### src/logic/cicd_pkg.sv
// constants shared by the channel interface check detector
package cicd_pkg;
	// mode switch encodings
	localparam logic [1:0] MODE_STOP    = 2'h0;
	localparam logic [1:0] MODE_CH_STOP = 2'h1;
	localparam logic [1:0] MODE_PROCESS = 2'h2;
	localparam logic [1:0] MODE_DISABLE = 2'h3;
	// inbound tag vector positions
	localparam int TAG_OPL  = 0;
	localparam int TAG_ADR  = 1;
	localparam int TAG_STS  = 2;
	localparam int TAG_SEL  = 3;
	localparam int TAG_SVC  = 4;
	localparam int TAG_W    = 5;
	// cause vector positions
	localparam int CAUSE_PAR  = 0;
	localparam int CAUSE_ADR  = 1;
	localparam int CAUSE_OPL  = 2;
	localparam int CAUSE_SEL  = 3;
	localparam int CAUSE_MULT = 4;
	localparam int CAUSE_TOS  = 5;
	localparam int CAUSE_TOH  = 6;
	localparam int CAUSE_W    = 7;
	// reset values
	localparam logic [7:0] UA_RST    = 8'h00;
	localparam logic [6:0] CAUSE_RST = 7'h00;
endpackage : cicd_pkg

### src/logic/cicd_sync.sv
// two-flop synchroniser for the interface pins
`timescale 1ns/1ps
module cicd_sync #(
	parameter int W = 1
) (
	// clock and reset
	input  wire logic         clk_i,
	input  wire logic         sys_rst_i,
	// data
	input  wire logic [W-1:0] d_i,
	output logic      [W-1:0] q_o
);
	logic [W-1:0] meta_q;

	always_ff @(posedge clk_i) begin
		if (sys_rst_i) begin
			meta_q <= '0;
			q_o    <= '0;
		end else begin
			meta_q <= d_i;
			q_o    <= meta_q;
		end
	end
endmodule // cicd_sync

### src/logic/cicd_top.sv
// interface control check detector for a selector channel
// Operation
// - bus-in parity error with address/status tag
// - returned unit address mismatch during selection
// - operational-in falls while select-out active
// - select-in on chain or test selection
// - two in tags while operational-in
// - no answer to address-out at timeout
// - operational-in still up at halt timeout
// - clear timeout indicator before stop/log
// - stop mode: master check and log request
// - channel-stop: also hold outbound tag responses
// - process mode: logout, interrupt, status word
// - disable mode: selective reset and interrupt
`timescale 1ns/1ps
module cicd_top (
	// clock and reset
	input  wire logic        clk_i,
	input  wire logic        sys_rst_i,
	// inbound interface pins (asynchronous)
	input  wire logic [4:0]  in_tags_i,
	input  wire logic [7:0]  bus_in_i,
	input  wire logic        bus_in_par_i,
	// channel state, same clock
	input  wire logic        sel_out_i,
	input  wire logic        adr_out_i,
	input  wire logic [7:0]  sent_ua_i,
	input  wire logic        unit_sel_i,
	input  wire logic        chain_sel_i,
	input  wire logic        test_sel_i,
	input  wire logic        init_sel_i,
	input  wire logic        halt_disc_i,
	input  wire logic        countdown_exp_i,
	input  wire logic        timeout_ind_i,
	// control
	input  wire logic [1:0]  mode_i,
	input  wire logic        chan_mask_i,
	input  wire logic        err_clr_i,
	// outbound responses requested by the sequencer
	input  wire logic        resp_req_i,
	// results
	output logic             icc_o,
	output logic [6:0]       cause_o,
	output logic             master_chk_o,
	output logic             log_req_o,
	output logic             logout_o,
	output logic             io_irpt_o,
	output logic             csw_store_o,
	output logic             sel_reset_o,
	output logic             timeout_clr_o,
	output logic             resp_hold_o,
	output logic             resp_o
);
	typedef struct packed {
		logic       icc;
		logic [6:0] cause;
		logic       master_chk;
		logic       log_req;
		logic       logout;
		logic       io_irpt;
		logic       csw_store;
		logic       sel_reset;
		logic       timeout_clr;
		logic       resp_hold;
		logic       resp;
		logic       opl_prev;
		logic       pend_to;
		logic [6:0] pend_cause;
	} cicd_state_s;

	cicd_state_s st_q;
	cicd_state_s st_d;

	logic [4:0] tags_s;
	logic [8:0] bus_s;
	logic [6:0] hit;
	logic       any_hit;
	logic       par_ok;

	////////////////////////////////////////////////////////////////////////
	// pin synchronisers

	cicd_sync #(.W(5)) u_sync_tags (
		.clk_i     (clk_i),
		.sys_rst_i (sys_rst_i),
		.d_i       (in_tags_i),
		.q_o       (tags_s)
	);

	cicd_sync #(.W(9)) u_sync_bus (
		.clk_i     (clk_i),
		.sys_rst_i (sys_rst_i),
		.d_i       ({bus_in_par_i, bus_in_i}),
		.q_o       (bus_s)
	);

	function automatic logic count_gt1(input logic [4:0] t);
		logic [2:0] n;
		n = 3'h0;
		for (int i = 0; i < cicd_pkg::TAG_W; i++) begin
			n = n + {2'h0, t[i]};
		end
		return n > 3'h1;
	endfunction

	////////////////////////////////////////////////////////////////////////
	// detection

	always_comb begin
		// odd parity over bus and parity bit
		par_ok = ^bus_s;
		hit = '0;
		hit[cicd_pkg::CAUSE_PAR] = !par_ok && (tags_s[cicd_pkg::TAG_ADR]
			|| tags_s[cicd_pkg::TAG_STS]);
		hit[cicd_pkg::CAUSE_ADR] = unit_sel_i && tags_s[cicd_pkg::TAG_ADR]
			&& (bus_s[7:0] != sent_ua_i);
		hit[cicd_pkg::CAUSE_OPL] = st_q.opl_prev && !tags_s[cicd_pkg::TAG_OPL]
			&& sel_out_i;
		hit[cicd_pkg::CAUSE_SEL] = adr_out_i && tags_s[cicd_pkg::TAG_SEL]
			&& (chain_sel_i || test_sel_i);
		hit[cicd_pkg::CAUSE_MULT] = tags_s[cicd_pkg::TAG_OPL]
			&& count_gt1(tags_s & ~5'h01);
		hit[cicd_pkg::CAUSE_TOS] = init_sel_i && adr_out_i && countdown_exp_i
			&& !(tags_s[cicd_pkg::TAG_OPL] || tags_s[cicd_pkg::TAG_SEL]
			|| tags_s[cicd_pkg::TAG_STS]);
		hit[cicd_pkg::CAUSE_TOH] = halt_disc_i && countdown_exp_i
			&& tags_s[cicd_pkg::TAG_OPL];
		any_hit = |hit;
	end

	////////////////////////////////////////////////////////////////////////
	// next state

	always_comb begin
		st_d = st_q;
		st_d.opl_prev    = tags_s[cicd_pkg::TAG_OPL];
		st_d.master_chk  = 1'b0;
		st_d.log_req     = 1'b0;
		st_d.logout      = 1'b0;
		st_d.io_irpt     = 1'b0;
		st_d.csw_store   = 1'b0;
		st_d.sel_reset   = 1'b0;
		st_d.timeout_clr = 1'b0;
		// clear first; a new hit in the same cycle still sets
		if (err_clr_i) begin
			st_d.icc       = 1'b0;
			st_d.cause     = '0;
			st_d.resp_hold = 1'b0;
		end
		if (any_hit) begin
			st_d.icc   = 1'b1;
			st_d.cause = st_d.cause | hit;
		end
		// report one cycle later so a timeout clear goes out first
		st_d.pend_to    = 1'b0;
		st_d.pend_cause = '0;
		if (any_hit && (hit[cicd_pkg::CAUSE_TOS] || hit[cicd_pkg::CAUSE_TOH])) begin
			st_d.timeout_clr = 1'b1;
			st_d.pend_to     = 1'b1;
			st_d.pend_cause  = hit;
		end
		if ((any_hit && !st_d.pend_to) || st_q.pend_to) begin
			case (mode_i)
				cicd_pkg::MODE_STOP: begin
					st_d.master_chk = 1'b1;
					st_d.log_req    = 1'b1;
				end
				cicd_pkg::MODE_CH_STOP: begin
					st_d.master_chk = 1'b1;
					st_d.log_req    = 1'b1;
					st_d.resp_hold  = 1'b1;
				end
				cicd_pkg::MODE_PROCESS: begin
					st_d.logout    = !chan_mask_i;
					st_d.io_irpt   = 1'b1;
					st_d.csw_store = init_sel_i;
				end
				cicd_pkg::MODE_DISABLE: begin
					st_d.sel_reset = 1'b1;
					st_d.io_irpt   = !chan_mask_i;
				end
				default: begin
					st_d.master_chk = 1'b1;
				end
			endcase
		end
		// outbound responses pass unless frozen
		st_d.resp = resp_req_i && !st_d.resp_hold;
	end

	always_ff @(posedge clk_i) begin
		if (sys_rst_i) begin
			st_q <= '0;
		end else begin
			st_q <= st_d;
		end
	end

	////////////////////////////////////////////////////////////////////////
	// outputs

	assign icc_o         = st_q.icc;
	assign cause_o       = st_q.cause;
	assign master_chk_o  = st_q.master_chk;
	assign log_req_o     = st_q.log_req;
	assign logout_o      = st_q.logout;
	assign io_irpt_o     = st_q.io_irpt;
	assign csw_store_o   = st_q.csw_store;
	assign sel_reset_o   = st_q.sel_reset;
	assign timeout_clr_o = st_q.timeout_clr;
	assign resp_hold_o   = st_q.resp_hold;
	assign resp_o        = st_q.resp;
endmodule // cicd_top
### config.mk
export PLATFORM = sky130hd
export DESIGN_NAME = cicd_top
export DESIGN_NICKNAME = d
export VERILOG_FILES = /design/src/logic/cicd_pkg.sv /design/src/logic/cicd_sync.sv /design/src/logic/cicd_top.sv
export SDC_FILE = /design/constraint.sdc
export NUM_CORES = 1
export LEC_CHECK = 0
export ABC_CLOCK_PERIOD_IN_PS = 1830
export BUFFER_PORTS_ARGS = -buffer_cell sky130_fd_sc_hd__buf_2
export CAP_MARGIN = 20
export CORE_MARGIN = 2
export CORE_UTILIZATION = 30
export DETAILED_ROUTE_END_ITERATION = 12
export GPL_TIMING_DRIVEN = 0
export MAX_ROUTING_LAYER = met4
export PLACE_DENSITY = 0.58
export SLEW_MARGIN = 10
export SYNTH_ARGS = -nofsm -noshare
export SYNTH_HDL_FRONTEND = slang
export SYNTH_SLANG_ARGS = --single-unit
export TNS_END_PERCENT = 30
### constraint.sdc
create_clock -name clk_i -period 1.83 [get_ports clk_i]
set_clock_uncertainty 0.15 [all_clocks]
set_input_delay 0.366 -clock clk_i [delete_from_list [all_inputs] [get_ports clk_i]]
set_output_delay 0.366 -clock clk_i [all_outputs]
set_load 0.01 [all_outputs]
==> results by group, run 1 <==
Placed design
  – Dpl cells: 276
  – GP Congestion: 0.737
  – Post-DP HPWL: 2270 um
  – Number of port buffers: 53

Global route
  – Initial antenna violation count: 0
  – Vias in the first global route: 1171
  – Total track usage: 10.7%
  – Largest net degree at the start of global routing: 13
  – GR Overflow Total: 0
  – First-pass GRT wire length: 5020 um

Timing
  – Final setup fails: 8
  – Minimum clock period: 1990 ps
  – Slew Viols, Final: 0
  – Worst Slack Setup Final: -157 ps
  – Tcrit/Tclk final: 109%
  – FMAX: 0.503 GHz
  – Worst slew pin tran: 451 ps
  – RSZ-0062 raised after global routing: true
  – Final hold violations: 0
  – Slew HR: 70.0%

Synthesis
  – Synth area leaders: dfxtp_1 (55%), nor2b_1 (12%), xnor2_1 (5.4%), buf_4 (3.7%), a21oi_1 (2.8%)
  – Post-synthesis cell area: 0.00164 mm^2
  – Adder-cell share of the synthesized area: 1.99%
  – Simple-gate share of the synthesized area: 20.2%
  – Most common cell in the netlist: dfxtp_1
  – Synth Area in XOR/XNOR: 8.65%
  – Syn Nets: 193
  – Post-synth top area cell: dfxtp_1
  – Async S/R FF share, synth: 0%
  – Yosys reg bits: 45
  – Post-synth EDFFs: 0
  – Cells after Synth: 153
  – Avg Cell Area, Syn: 10.7 um^2
  – Mux share of post-synthesis cell area: 0.612%
  – Primary FF master, synth: dfxtp_1
  – Largest family of logic cells by synthesized area: simple AND/OR/NAND/NOR gates
  – Netlist cell types: 30
  – Commonest cells in the netlist: dfxtp_1 (45), nor2b_1 (32), xnor2_1 (10)
  – Register area share after synthesis: 55.1%
  – Synth top area share: 55.1%
  – Synth Warn #: 0
  – Synth Area in Compound Gates: 7.73%

Pwr
  – Pwr/cell area: 844 mW/mm^2
  – Worst VDD drop: 0.406 mV
  – P_leak: 0.000959 uW

CTS
  – CTS Buf Count: 5
  – Hold buffer count at cts: 0
  – CTS Buffer Depth: 2
  – Clk_lat worst skew: 280 ps
  – Clock sink count: 45
  – Root Buffer: clkbuf_8
  – Clock slew at the register clock pins of the worst setup and hold paths: 70 ps
  – CTS tree: done
  – CTS H-tree lvls: 2

Critical path
  – CP delay by family, top: adder cells
  – Worst path slowest cell: fa_1
  – Critical Path AT: 2010 ps
  – Worst Reg-to-Reg Cells: 7
  – CP Cell Sequence: fa_1, a21oi_2, nor2b_2, nor2_2, nand4_4, a21oi_4, o311a_1
  – Worst setup path start: u_sync_tags.q_o[1]
  – Worst r2r src: u_sync_tags.q_o[1]
  – WP depth: 7
  – CP Data Required Time: 1850 ps
  – Crit Path Class: reg2reg
  – Crit path largest cell delay: 560 ps
  – R2R Path End: resp_o
  – Startpoint Class: register
  – Critical path buffers and inverters: 0
  – R2r setup slk: -160 ps
  – Endpoint class of the critical path: register
  – End of the critical path: resp_o
  – CP max FO: 3

Final layout
  – Final #Nets: 257
  – Fill count: 518
  – Area delta synth->final: 33.7%
  – Layout Cells excl Fill: 288
  – Layout cells sized above 1: 40.8%
  – N_diodes: 0
  – Core Util, Final: 42.3%

Run
  – Max cap viols: 0

Run status
  – Violated checks: setup timing
  – Status: complete, but fails checks

Floorplan
  – Die area: 0.00606 mm^2
  – Height of the chip: 77.8 um
  – IO Pins: 55
  – Starting Density: 31.6%
  – Row count: 26
  – Core area: 0.00517 mm^2
  – Die Width: 77.8 um

Detailed routing
  – Iter 0 DRT Violations: 41
  – DR DRC count: 0
  – Detail Route Antenna Nets: 0
  – Final wirelength: 2960 um
  – WL/cell: 10.3 um
  – DR pass1 iterations: 3
  – Via count: 1136
  – Vias per Instance: 3.94

Hold path
  – Hold Crit Class: in2reg
  – Hold Crit Start: chan_mask_i
==> timing repair <==
action,in CTS,in global routing
cloned,0,0
pin swaps,5,6
hold endpoints to repair,0,0
setup buffers,4,0
setup endpoints to repair,8,8
resized for setup,7,12
==> how the worst min path moves through the flow <==
stage                          to  slack, ps  depth (start not counted)
5_1_grt                  logout_o         90                          2
2_1_floorplan   u_sync_bus.q_o[0]        260                          1
4_1_cts                  logout_o         90                          2
3_5_place_dp   u_sync_tags.q_o[2]        270                          1
6_report                 logout_o        100                          2
3_3_place_gp   u_sync_tags.q_o[2]        270                          1
==> worst reg2reg max path, cell delays in order, from the launching register on <==
cell and delay (ps):
dfxtp_1 350, fa_1 560, a21oi_2 60, nor2b_2 140, nor2_2 60, nand4_4 130, a21oi_4 80, o311a_1 340
==> layout make-up <==
cell class              instances  area [um^2]  share of cell area [%]
plain buffers                  12         75.1                    3.43
clock buffers                   8         80.1                    3.66
inverters                       5         18.8                   0.859
multi-input cells              91          718                    32.9
flip-flops and latches         45          907                    41.5
well taps                      70         87.6                    4.01
repair buffers                 57          299                    13.7
==> cell families (layout without fill, tap and decap cells) <==
| kind of cell | count (synthesis) | after routing |
|---|---|---|
| flip-flops | 45 | 45 |
| AND/OR/NAND/NOR | 57 | 57 |
| multiplexers | 1 | 1 |
| adder cells (fa/ha/maj) | 2 | 2 |
| XOR/XNOR | 13 | 13 |
| AO/OA/AOI/OAI | 18 | 18 |
| buffers and inverters | 17 | 82 |
==> power by group <==
group	switching, uW	internal (uW)	leakage [uW]
clock network	290	271	0.0000395
logic	104	134	0.000548
registers	21.7	1020	0.000372
==> per-stage QoR <==
| stage | TNS (ps) | hold WS, ps | cell area, um^2 | setup WS [ps] | power, uW |
|---|---|---|---|---|---|
| 2_1_floorplan | -1.22 | 264 | 1640 | -1.22 | 1190 |
| 3_3_place_gp | -1540 | 271 | 1990 | -226 | 1270 |
| 3_5_place_dp | -1490 | 270 | 1990 | -219 | 1270 |
| 4_1_cts | -951 | 86.0 | 2130 | -157 | 1860 |
| 5_1_grt | -2010 | 94.5 | 2190 | -275 | 1950 |
| 6_report | -1100 | 98.7 | 2190 | -157 | 1840 |
==> per-layer routing <==
layer,wire length (um),vias to the layer above,GRT usage [%]
met5,0,-,-
met4,44,0,4.64
met3,137,5,3.02
met2,1440,27,17.6
met1,1340,490,12.2
li1,-,614,-
==> cells in the final DEF, fill, tap and decap left out, drive strengths merged, types with 2 or more instances in the layout <==
cell,count
xnor3,2
nand4,3
buf,65
o211ai,2
clkbuf,12
nand2,6
nor3,2
dfxtp,45
nor2,8
nor2b,32
xnor2,10
a21oi,11
inv,4
and3,2
==> state kept, by name, indices dropped and copies added (netlist names), 5 cells and up <==
register            count
cause_o                 7
u_sync_bus.meta_q       9
u_sync_bus.q_o          9
u_sync_tags.meta_q      5
u_sync_tags.q_o         5
Note: power is estimated with default switching activity, not from simulation.
==> run 2, diff against run 1 <==
--- a/config.mk
+++ b/config.mk
@@ -5,6 +5,7 @@
 export SDC_FILE = /design/constraint.sdc
 export NUM_CORES = 1
 export LEC_CHECK = 0
+export ABC_AREA = 1
 export ABC_CLOCK_PERIOD_IN_PS = 1830
 export BUFFER_PORTS_ARGS = -buffer_cell sky130_fd_sc_hd__buf_2
 export CAP_MARGIN = 20
@@ -13,7 +14,8 @@
 export DETAILED_ROUTE_END_ITERATION = 12
 export GPL_TIMING_DRIVEN = 0
 export MAX_ROUTING_LAYER = met4
-export PLACE_DENSITY = 0.58
+export PLACE_DENSITY = 0.57
+export SKIP_CTS_REPAIR_TIMING = 1
 export SLEW_MARGIN = 10
 export SYNTH_ARGS = -nofsm -noshare
 export SYNTH_HDL_FRONTEND = slang
==> results by group, run 2 <==
Detailed routing
  – WL/cell: 8.68 um (was 10.3 um)
  – Vias per Instance: 3.87 (was 3.94)
  – Detail Route Antenna Nets: 0 (unchanged)
  – Iter 0 DRT Violations: 31 (was 41)
  – DR pass1 iterations: 4 (was 3)
  – Via count: 1519 (was 1136)
  – DR DRC count: 0 (unchanged)
  – Final wirelength: 3410 um (was 2960 um)

Synthesis
  – Avg Cell Area, Syn: 7.32 um^2 (was 10.7 um^2)
  – Synth area leaders: dfxtp_1 (48%), nand2_1 (12%), inv_1 (11%), nor2_1 (8.2%), buf_4 (3.2%) (was dfxtp_1 (55%), nor2b_1 (12%), xnor2_1 (5.4%), buf_4 (3.7%), a21oi_1 (2.8%))
  – Commonest cells in the netlist: nand2_1 (60), inv_1 (55), dfxtp_1 (45) (was dfxtp_1 (45), nor2b_1 (32), xnor2_1 (10))
  – Syn Nets: 296 (was 193)
  – Synth Warn #: 0 (unchanged)
  – Register area share after synthesis: 48.1% (was 55.1%)
  – Post-synth top area cell: dfxtp_1 (unchanged)
  – Most common cell in the netlist: nand2_1 (was dfxtp_1)
  – Async S/R FF share, synth: 0% (unchanged)
  – Synth top area share: 48.1% (was 55.1%)
  – Netlist cell types: 23 (was 30)
  – Cells after Synth: 256 (was 153)
  – Post-synthesis cell area: 0.00187 mm^2 (was 0.00164 mm^2)
  – Yosys reg bits: 45 (unchanged)
  – Post-synth EDFFs: 0 (unchanged)
  – Primary FF master, synth: dfxtp_1 (unchanged)

CTS
  – CTS tree: done (unchanged)
  – CTS H-tree lvls: 2 (unchanged)
  – Clock slew at the register clock pins of the worst setup and hold paths: 80 ps (was 70 ps)
  – CTS Buf Count: 5 (unchanged)
  – CTS Buffer Depth: 2 (unchanged)
  – Root Buffer: clkbuf_8 (unchanged)
  – Clock sink count: 45 (unchanged)
  – Clk_lat worst skew: 290 ps (was 280 ps)

Floorplan
  – Die area: 0.00689 mm^2 (was 0.00606 mm^2)
  – Die Width: 83.0 um (was 77.8 um)
  – Height of the chip: 83.0 um (was 77.8 um)
  – IO Pins: 55 (unchanged)
  – Core area: 0.00599 mm^2 (was 0.00517 mm^2)
  – Starting Density: 31.3% (was 31.6%)
  – Row count: 28 (was 26)

Critical path
  – R2r setup slk: -20 ps (was -160 ps)
  – Most frequent CP cell: nand2_2
  – Endpoint class of the critical path: register (unchanged)
  – Worst r2r src: u_sync_tags.q_o[4] (was u_sync_tags.q_o[1])
  – Crit Path Class: reg2reg (unchanged)
  – CP Cell Sequence: fa_1, nand2_1, a21oi_2, nor2_1, nand2_1, a21oi_2, nand2_2, nand2_2, nand2_4, nand2_4, nand2_2, nor2_2 (was fa_1, a21oi_2, nor2b_2, nor2_2, nand4_4, a21oi_4, o311a_1)
  – R2R Path End: resp_o (unchanged)
  – CP Data Required Time: 1870 ps (was 1850 ps)
  – Critical Path AT: 1890 ps (was 2010 ps)
  – CP max FO: 3 (unchanged)
  – Startpoint Class: register (unchanged)
  – Worst Reg-to-Reg Cells: 12 (was 7)
  – Worst path slowest cell: fa_1 (unchanged)
  – Crit path largest cell delay: 520 ps (was 560 ps)

Timing
  – Slew Viols, Final: 0 (unchanged)
  – Final hold violations: 0 (unchanged)
  – Final setup fails: 4 (was 8)
  – Slew HR: 64.7% (was 70.0%)
  – RSZ-0062 raised after global routing: true (unchanged)
  – Tcrit/Tclk final: 101% (was 109%)
  – Worst Slack Setup Final: -19.1 ps (was -157 ps)
  – Worst slew pin tran: 530 ps (was 451 ps)
  – FMAX: 0.541 GHz (was 0.503 GHz)
  – Minimum clock period: 1850 ps (was 1990 ps)

Pwr
  – P_sw: 447 uW (was 416 uW)
  – Pint: 1420 uW (was 1430 uW)
  – P_leak: 0.00129 uW (was 0.000959 uW)
  – Net Sw Frac: 23.9% (was 22.5%)
  – Clock power share: 32.0% (was 30.4%)
  – Power share of the combinational group: 12.3% (was 12.9%)
  – Reg power frac: 55.7% (was 56.7%)
  – Worst VDD drop: 0.339 mV (was 0.406 mV)
  – Pwr/cell area: 799 mW/mm^2 (was 844 mW/mm^2)
  – Final total power: 1870 uW (was 1840 uW)

Placed design
  – Dpl cells: 384 (was 276)
  – Dpl ws: -110 ps (was -219 ps)
  – Number of port buffers: 53 (unchanged)
  – GP Congestion: 0.735 (was 0.737)
  – Post-DP HPWL: 2720 um (was 2270 um)

Global route
  – GRT met2 Usage: 19.0% (was 17.6%)
  – Met3 GRT Util: 3.48% (was 3.02%)
  – Met1 Use GR: 11.2% (was 12.2%)
  – Gr busiest metal: met2 (unchanged)
  – Vias in the first global route: 1376 (was 1171)
  – Total track usage: 10.8% (was 10.7%)
  – Initial antenna violation count: 0 (unchanged)
  – Largest net degree at the start of global routing: 13 (unchanged)
  – GR Overflow Total: 0 (unchanged)
  – First-pass GRT wire length: 5820 um (was 5020 um)

Final layout
  – Final #Nets: 358 (was 257)
  – N_diodes: 0 (unchanged)
  – Layout Cells excl Fill: 393 (was 288)
  – Most frequent cells in the layout: nand2_1 (60), inv_1 (55), buf_2 (53), dfxtp_1 (43), nor2_1 (41) (was buf_2 (53), dfxtp_1 (40), nor2b_1 (31), buf_4 (11), xnor2_1 (8))
  – Area delta synth->final: 25.1% (was 33.7%)
  – Layout cells sized above 1: 28.3% (was 40.8%)
  – Commonest non-fill, non-tap cell in the layout: nand2_1 (was buf_2)

Run status
  – Violated checks: setup timing (unchanged)
  – Status: complete, but fails checks (unchanged)

Hold path
  – Hold Crit Depth: 2 (unchanged)
  – End of the worst hold path: logout_o (unchanged)
  – Hold Crit Class: in2reg (unchanged)
  – Hold Crit Start: chan_mask_i (unchanged)

Run
  – Max cap viols: 0 (unchanged)
## run 2: changes by cell type in the layout (fill, tap and decap cells not counted), moves of 4 or more
| cell | change |
|---|---|
| inv_1 | +51 |
| nand3_1 | +8 |
| nor2_1 | +34 |
| xnor2_1 | -4 |
| nand2_1 | +54 |
| dfxtp_2 | -4 |
| nor2b_1 | -31 |
| nand2_2 | +4 |
## run 2: area by class of cell
type | instances | area (um^2)
clock buffers | 7 | 86.3
fillers | 647 | 3650
inverters | 58 | 218
repair buffers | 55 | 280
plain buffers | 12 | 75.1
flip-flops and latches | 45 | 906
multi-input cells | 141 | 683
well taps | 75 | 93.8
## run 2: routing by layer
layer  share of wire [%]  vias to the layer above
met2                  49                       24
li1                    -                      848
met3                 4.3                        6
met4                 1.8                        0
met1                  45                      641
met5                   0                        -
## run 2: worst max-delay path by stage
| stage | depth (start not counted) | slack (ps) | start | endpoint |
|---|---|---|---|---|
| after floorplan | 12 | 40 | u_sync_tags.q_o[1] | resp_o |
| after global placement | 12 | -120 | u_sync_tags.q_o[1] | resp_o |
| after detailed placement | 12 | -110 | u_sync_tags.q_o[1] | resp_o |
| after CTS | 12 | -130 | u_sync_tags.q_o[1] | resp_o |
| after global routing | 12 | -130 | u_sync_tags.q_o[4] | resp_o |
| final | 12 | -20 | u_sync_tags.q_o[4] | resp_o |
## run 2: per-stage QoR
step,TNS [ps],instance area [um^2],utilization [%],hold slack [ps]
3_5_place_dp,-581,2230,37.3,242
6_report,-24.6,2340,39.1,102
4_1_cts,-791,2320,38.7,89.9
5_1_grt,-797,2340,39.1,96.0
3_3_place_gp,-629,2230,37.3,241
2_1_floorplan,0,1870,-,238
## run 2: worst max-delay path: cells and delay by family, from the launching register on
| kind | cells | cell delay (ps) |
|---|---|---|
| AND/OR/NAND/NOR | 9 | 570 |
| adder cells (fa/ha/maj) | 1 | 520 |
| flip-flops | 1 | 330 |
| AO/OA/AOI/OAI | 2 | 200 |
## run 2: cell families (layout without fill, tap and decap cells)
logic type / Yosys count / in the layout / share of synthesized area [%]
AOI/OAI and AO/OA: 12 / 12 / 3.74
and+or+nand+nor: 122 / 122 / 28.5
adders and majority gates: 2 / 2 / 1.74
xor gates and xnor gates: 5 / 5 / 2.34
buffers and inverters: 70 / 132 / 15.6
DFF: 45 / 45 / 48.1
## run 2: power by group through the flow
stage	combinational (uW)	clock, uW	sequential (uW)
after floorplan	144	0	1070
after global placement	230	0	1070
after detailed placement	232	0	1070
after CTS	233	627	1040
after global routing	269	654	1050
final	231	599	1040
==> run 3, diff against run 2 <==
--- a/config.mk
+++ b/config.mk
@@ -6,7 +6,7 @@
 export NUM_CORES = 1
 export LEC_CHECK = 0
 export ABC_AREA = 1
-export ABC_CLOCK_PERIOD_IN_PS = 1830
+export ABC_CLOCK_PERIOD_IN_PS = 1900
 export BUFFER_PORTS_ARGS = -buffer_cell sky130_fd_sc_hd__buf_2
 export CAP_MARGIN = 20
 export CORE_MARGIN = 2
@@ -14,7 +14,7 @@
 export DETAILED_ROUTE_END_ITERATION = 12
 export GPL_TIMING_DRIVEN = 0
 export MAX_ROUTING_LAYER = met4
-export PLACE_DENSITY = 0.57
+export PLACE_DENSITY = 0.55
 export SKIP_CTS_REPAIR_TIMING = 1
 export SLEW_MARGIN = 10
 export SYNTH_ARGS = -nofsm -noshare
==> constraint.sdc (replaced) <==
create_clock -name clk_i -period 1.9 [get_ports clk_i]
set_clock_uncertainty 0.15 [all_clocks]
set_input_delay 0.38 -clock clk_i [delete_from_list [all_inputs] [get_ports clk_i]]
set_output_delay 0.38 -clock clk_i [all_outputs]
set_load 0.01 [all_outputs]
==> results by group, run 3 (same netlist as run 2, synthesis figures left out) <==
Critical path
  – Endpoint class of the critical path: register (unchanged)
  – R2R Path End: csw_store_o (was resp_o)
  – CP Data Required Time: 1980 ps (was 1870 ps)
  – Worst path slowest cell: fa_1 (unchanged)
  – CP Cell Sequence: fa_1, nand2_1, a21oi_2, nor2_1, nand2_1, a21oi_2, nand2_2, nand2_2, nand2_4, nand3b_4, nor2_2 (was fa_1, nand2_1, a21oi_2, nor2_1, nand2_1, a21oi_2, nand2_2, nand2_2, nand2_4, nand2_4, nand2_2, nor2_2)
  – Crit Path Class: reg2reg (unchanged)
  – Critical Path AT: 1930 ps (was 1890 ps)
  – Startpoint Class: register (unchanged)
  – Critical path buffers and inverters: 0 (unchanged)
  – CP delay by family, top: simple AND/OR/NAND/NOR gates (unchanged)
  – CP max FO: 3 (unchanged)
  – R2r setup slk: 50 ps (was -20 ps)
  – Worst r2r src: u_sync_tags.q_o[4] (unchanged)
  – Worst Reg-to-Reg Cells: 11 (was 12)
  – Crit path largest cell delay: 520 ps (about the same)

CTS
  – CTS H-tree lvls: 2 (unchanged)
  – CTS tree: done (unchanged)
  – Clock sink count: 45 (unchanged)
  – Clock slew at the register clock pins of the worst setup and hold paths: 80 ps (about the same)
  – CTS Buf Count: 5 (unchanged)
  – CTS Buffer Depth: 2 (unchanged)
  – Clk_lat worst skew: 290 ps (about the same)
  – Root Buffer: clkbuf_8 (unchanged)

Floorplan
  – IO Pins: 55 (unchanged)
  – Die Width: 83.0 um (unchanged)
  – Height of the chip: 83.0 um (unchanged)
  – Die area: 0.00689 mm^2 (unchanged)
  – Core area: 0.00599 mm^2 (unchanged)
  – Starting Density: 31.3% (unchanged)
  – Row count: 28 (unchanged)

Detailed routing
  – Iter 0 DRT Violations: 28 (was 31)
  – Via count: 1485 (was 1519)
  – Vias per Instance: 3.78 (was 3.87)
  – WL/cell: 8.62 um (was 8.68 um)
  – DR pass1 iterations: 4 (unchanged)
  – DR DRC count: 0 (unchanged)
  – Detail Route Antenna Nets: 0 (unchanged)
  – Final wirelength: 3390 um (was 3410 um)

Final layout
  – Most frequent cells in the layout: nand2_1 (60), inv_1 (55), buf_2 (53), dfxtp_1 (42), nor2_1 (41) (was nand2_1 (60), inv_1 (55), buf_2 (53), dfxtp_1 (43), nor2_1 (41))
  – Area delta synth->final: 25.1% (about the same)
  – Core Util, Final: 39.1% (about the same)
  – Final #Nets: 358 (unchanged)
  – Layout cells sized above 1: 28.6% (was 28.3%)
  – Commonest non-fill, non-tap cell in the layout: nand2_1 (unchanged)
  – N_diodes: 0 (unchanged)

Run
  – Max cap viols: 0 (unchanged)

Timing
  – Slew Viols, Final: 0 (unchanged)
  – Final hold violations: 0 (unchanged)
  – Worst Slack Setup Final: 52.9 ps (was -19.1 ps)
  – RSZ-0062 raised after global routing: true (unchanged)
  – FMAX: 0.541 GHz (about the same)
  – Tcrit/Tclk final: 97.2% (was 101%)
  – Slew HR: 67.6% (was 64.7%)
  – Worst slew pin tran: 486 ps (was 530 ps)
  – Final setup fails: 0 (was 4)
  – Post-route setup TNS: 0 ps (was -24.6 ps)
  – Minimum clock period: 1850 ps (about the same)
  – Final hold slack: 104 ps (was 102 ps)

Global route
  – Total track usage: 10.9% (was 10.8%)
  – GR Overflow Total: 0 (unchanged)
  – Largest net degree at the start of global routing: 13 (unchanged)
  – Initial antenna violation count: 0 (unchanged)
  – First-pass GRT wire length: 5810 um (was 5820 um)
  – Vias in the first global route: 1359 (was 1376)

Hold path
  – Hold Crit Depth: 2 (unchanged)
  – Hold Crit Start: chan_mask_i (unchanged)
  – End of the worst hold path: logout_o (unchanged)
  – Hold Crit Class: in2reg (unchanged)

Placed design
  – GP Congestion: 0.760 (was 0.735)
  – Number of port buffers: 53 (unchanged)
  – Post-DP HPWL: 2710 um (was 2720 um)
  – Dpl ws: -35.7 ps (was -110 ps)

Pwr
  – Final total power: 1800 uW (was 1870 uW)
  – P_leak: 0.00128 uW (was 0.00129 uW)
  – Worst VDD drop: 0.403 mV (was 0.339 mV)
  – Pwr/cell area: 767 mW/mm^2 (was 799 mW/mm^2)

Run status
  – Status: finished clean (was complete, but fails checks)
==> run 3: final cells by class <==
cell class	instances	area, um^2
timing repair buffer	55	280
buffer	12	75.1
fill	635	3650
clock buffer	7	86.3
inverter	58	218
tap	75	93.8
sequential	45	907
multi-input combinational	141	683
==> run 3: through the flow <==
| step | instance area [um^2] | cells |
|---|---|---|
| finish | 2340 | 393 |
| global route | 2340 | 393 |
| CTS | 2320 | 391 |
| detailed placement | 2230 | 384 |
| global placement | 2230 | 384 |
| floorplan | 1870 | 256 |
==> run 3: how the worst max path moves through the flow <==
stage                             from          end  slack (ps)  cells past startpoint
detailed placement  u_sync_tags.q_o[1]       resp_o         -40                     12
finish              u_sync_tags.q_o[4]  csw_store_o          50                     11
CTS                 u_sync_tags.q_o[1]       resp_o         -50                     12
global placement    u_sync_tags.q_o[1]       resp_o         -40                     12
floorplan           u_sync_tags.q_o[1]       resp_o         110                     12
global route        u_sync_tags.q_o[4]  csw_store_o         -80                     11
==> run 3: per-layer routing <==
| layer | wire length (um) | share of wire [%] | global-route usage [%] |
|---|---|---|---|
| met1 | 1560 | 46 | 11.8 |
| met2 | 1620 | 48 | 18.2 |
| met3 | 132 | 3.9 | 3.28 |
| met4 | 74 | 2.2 | 4.92 |
| met5 | 0 | 0 | - |
==> run 3: power by group <==
part | switching, uW | internal (uW) | leakage, uW
Sequential | 19.3 | 984 | 0.000371
Clock | 284 | 288 | 0.0000443
Combinational | 122 | 99.8 | 0.000869
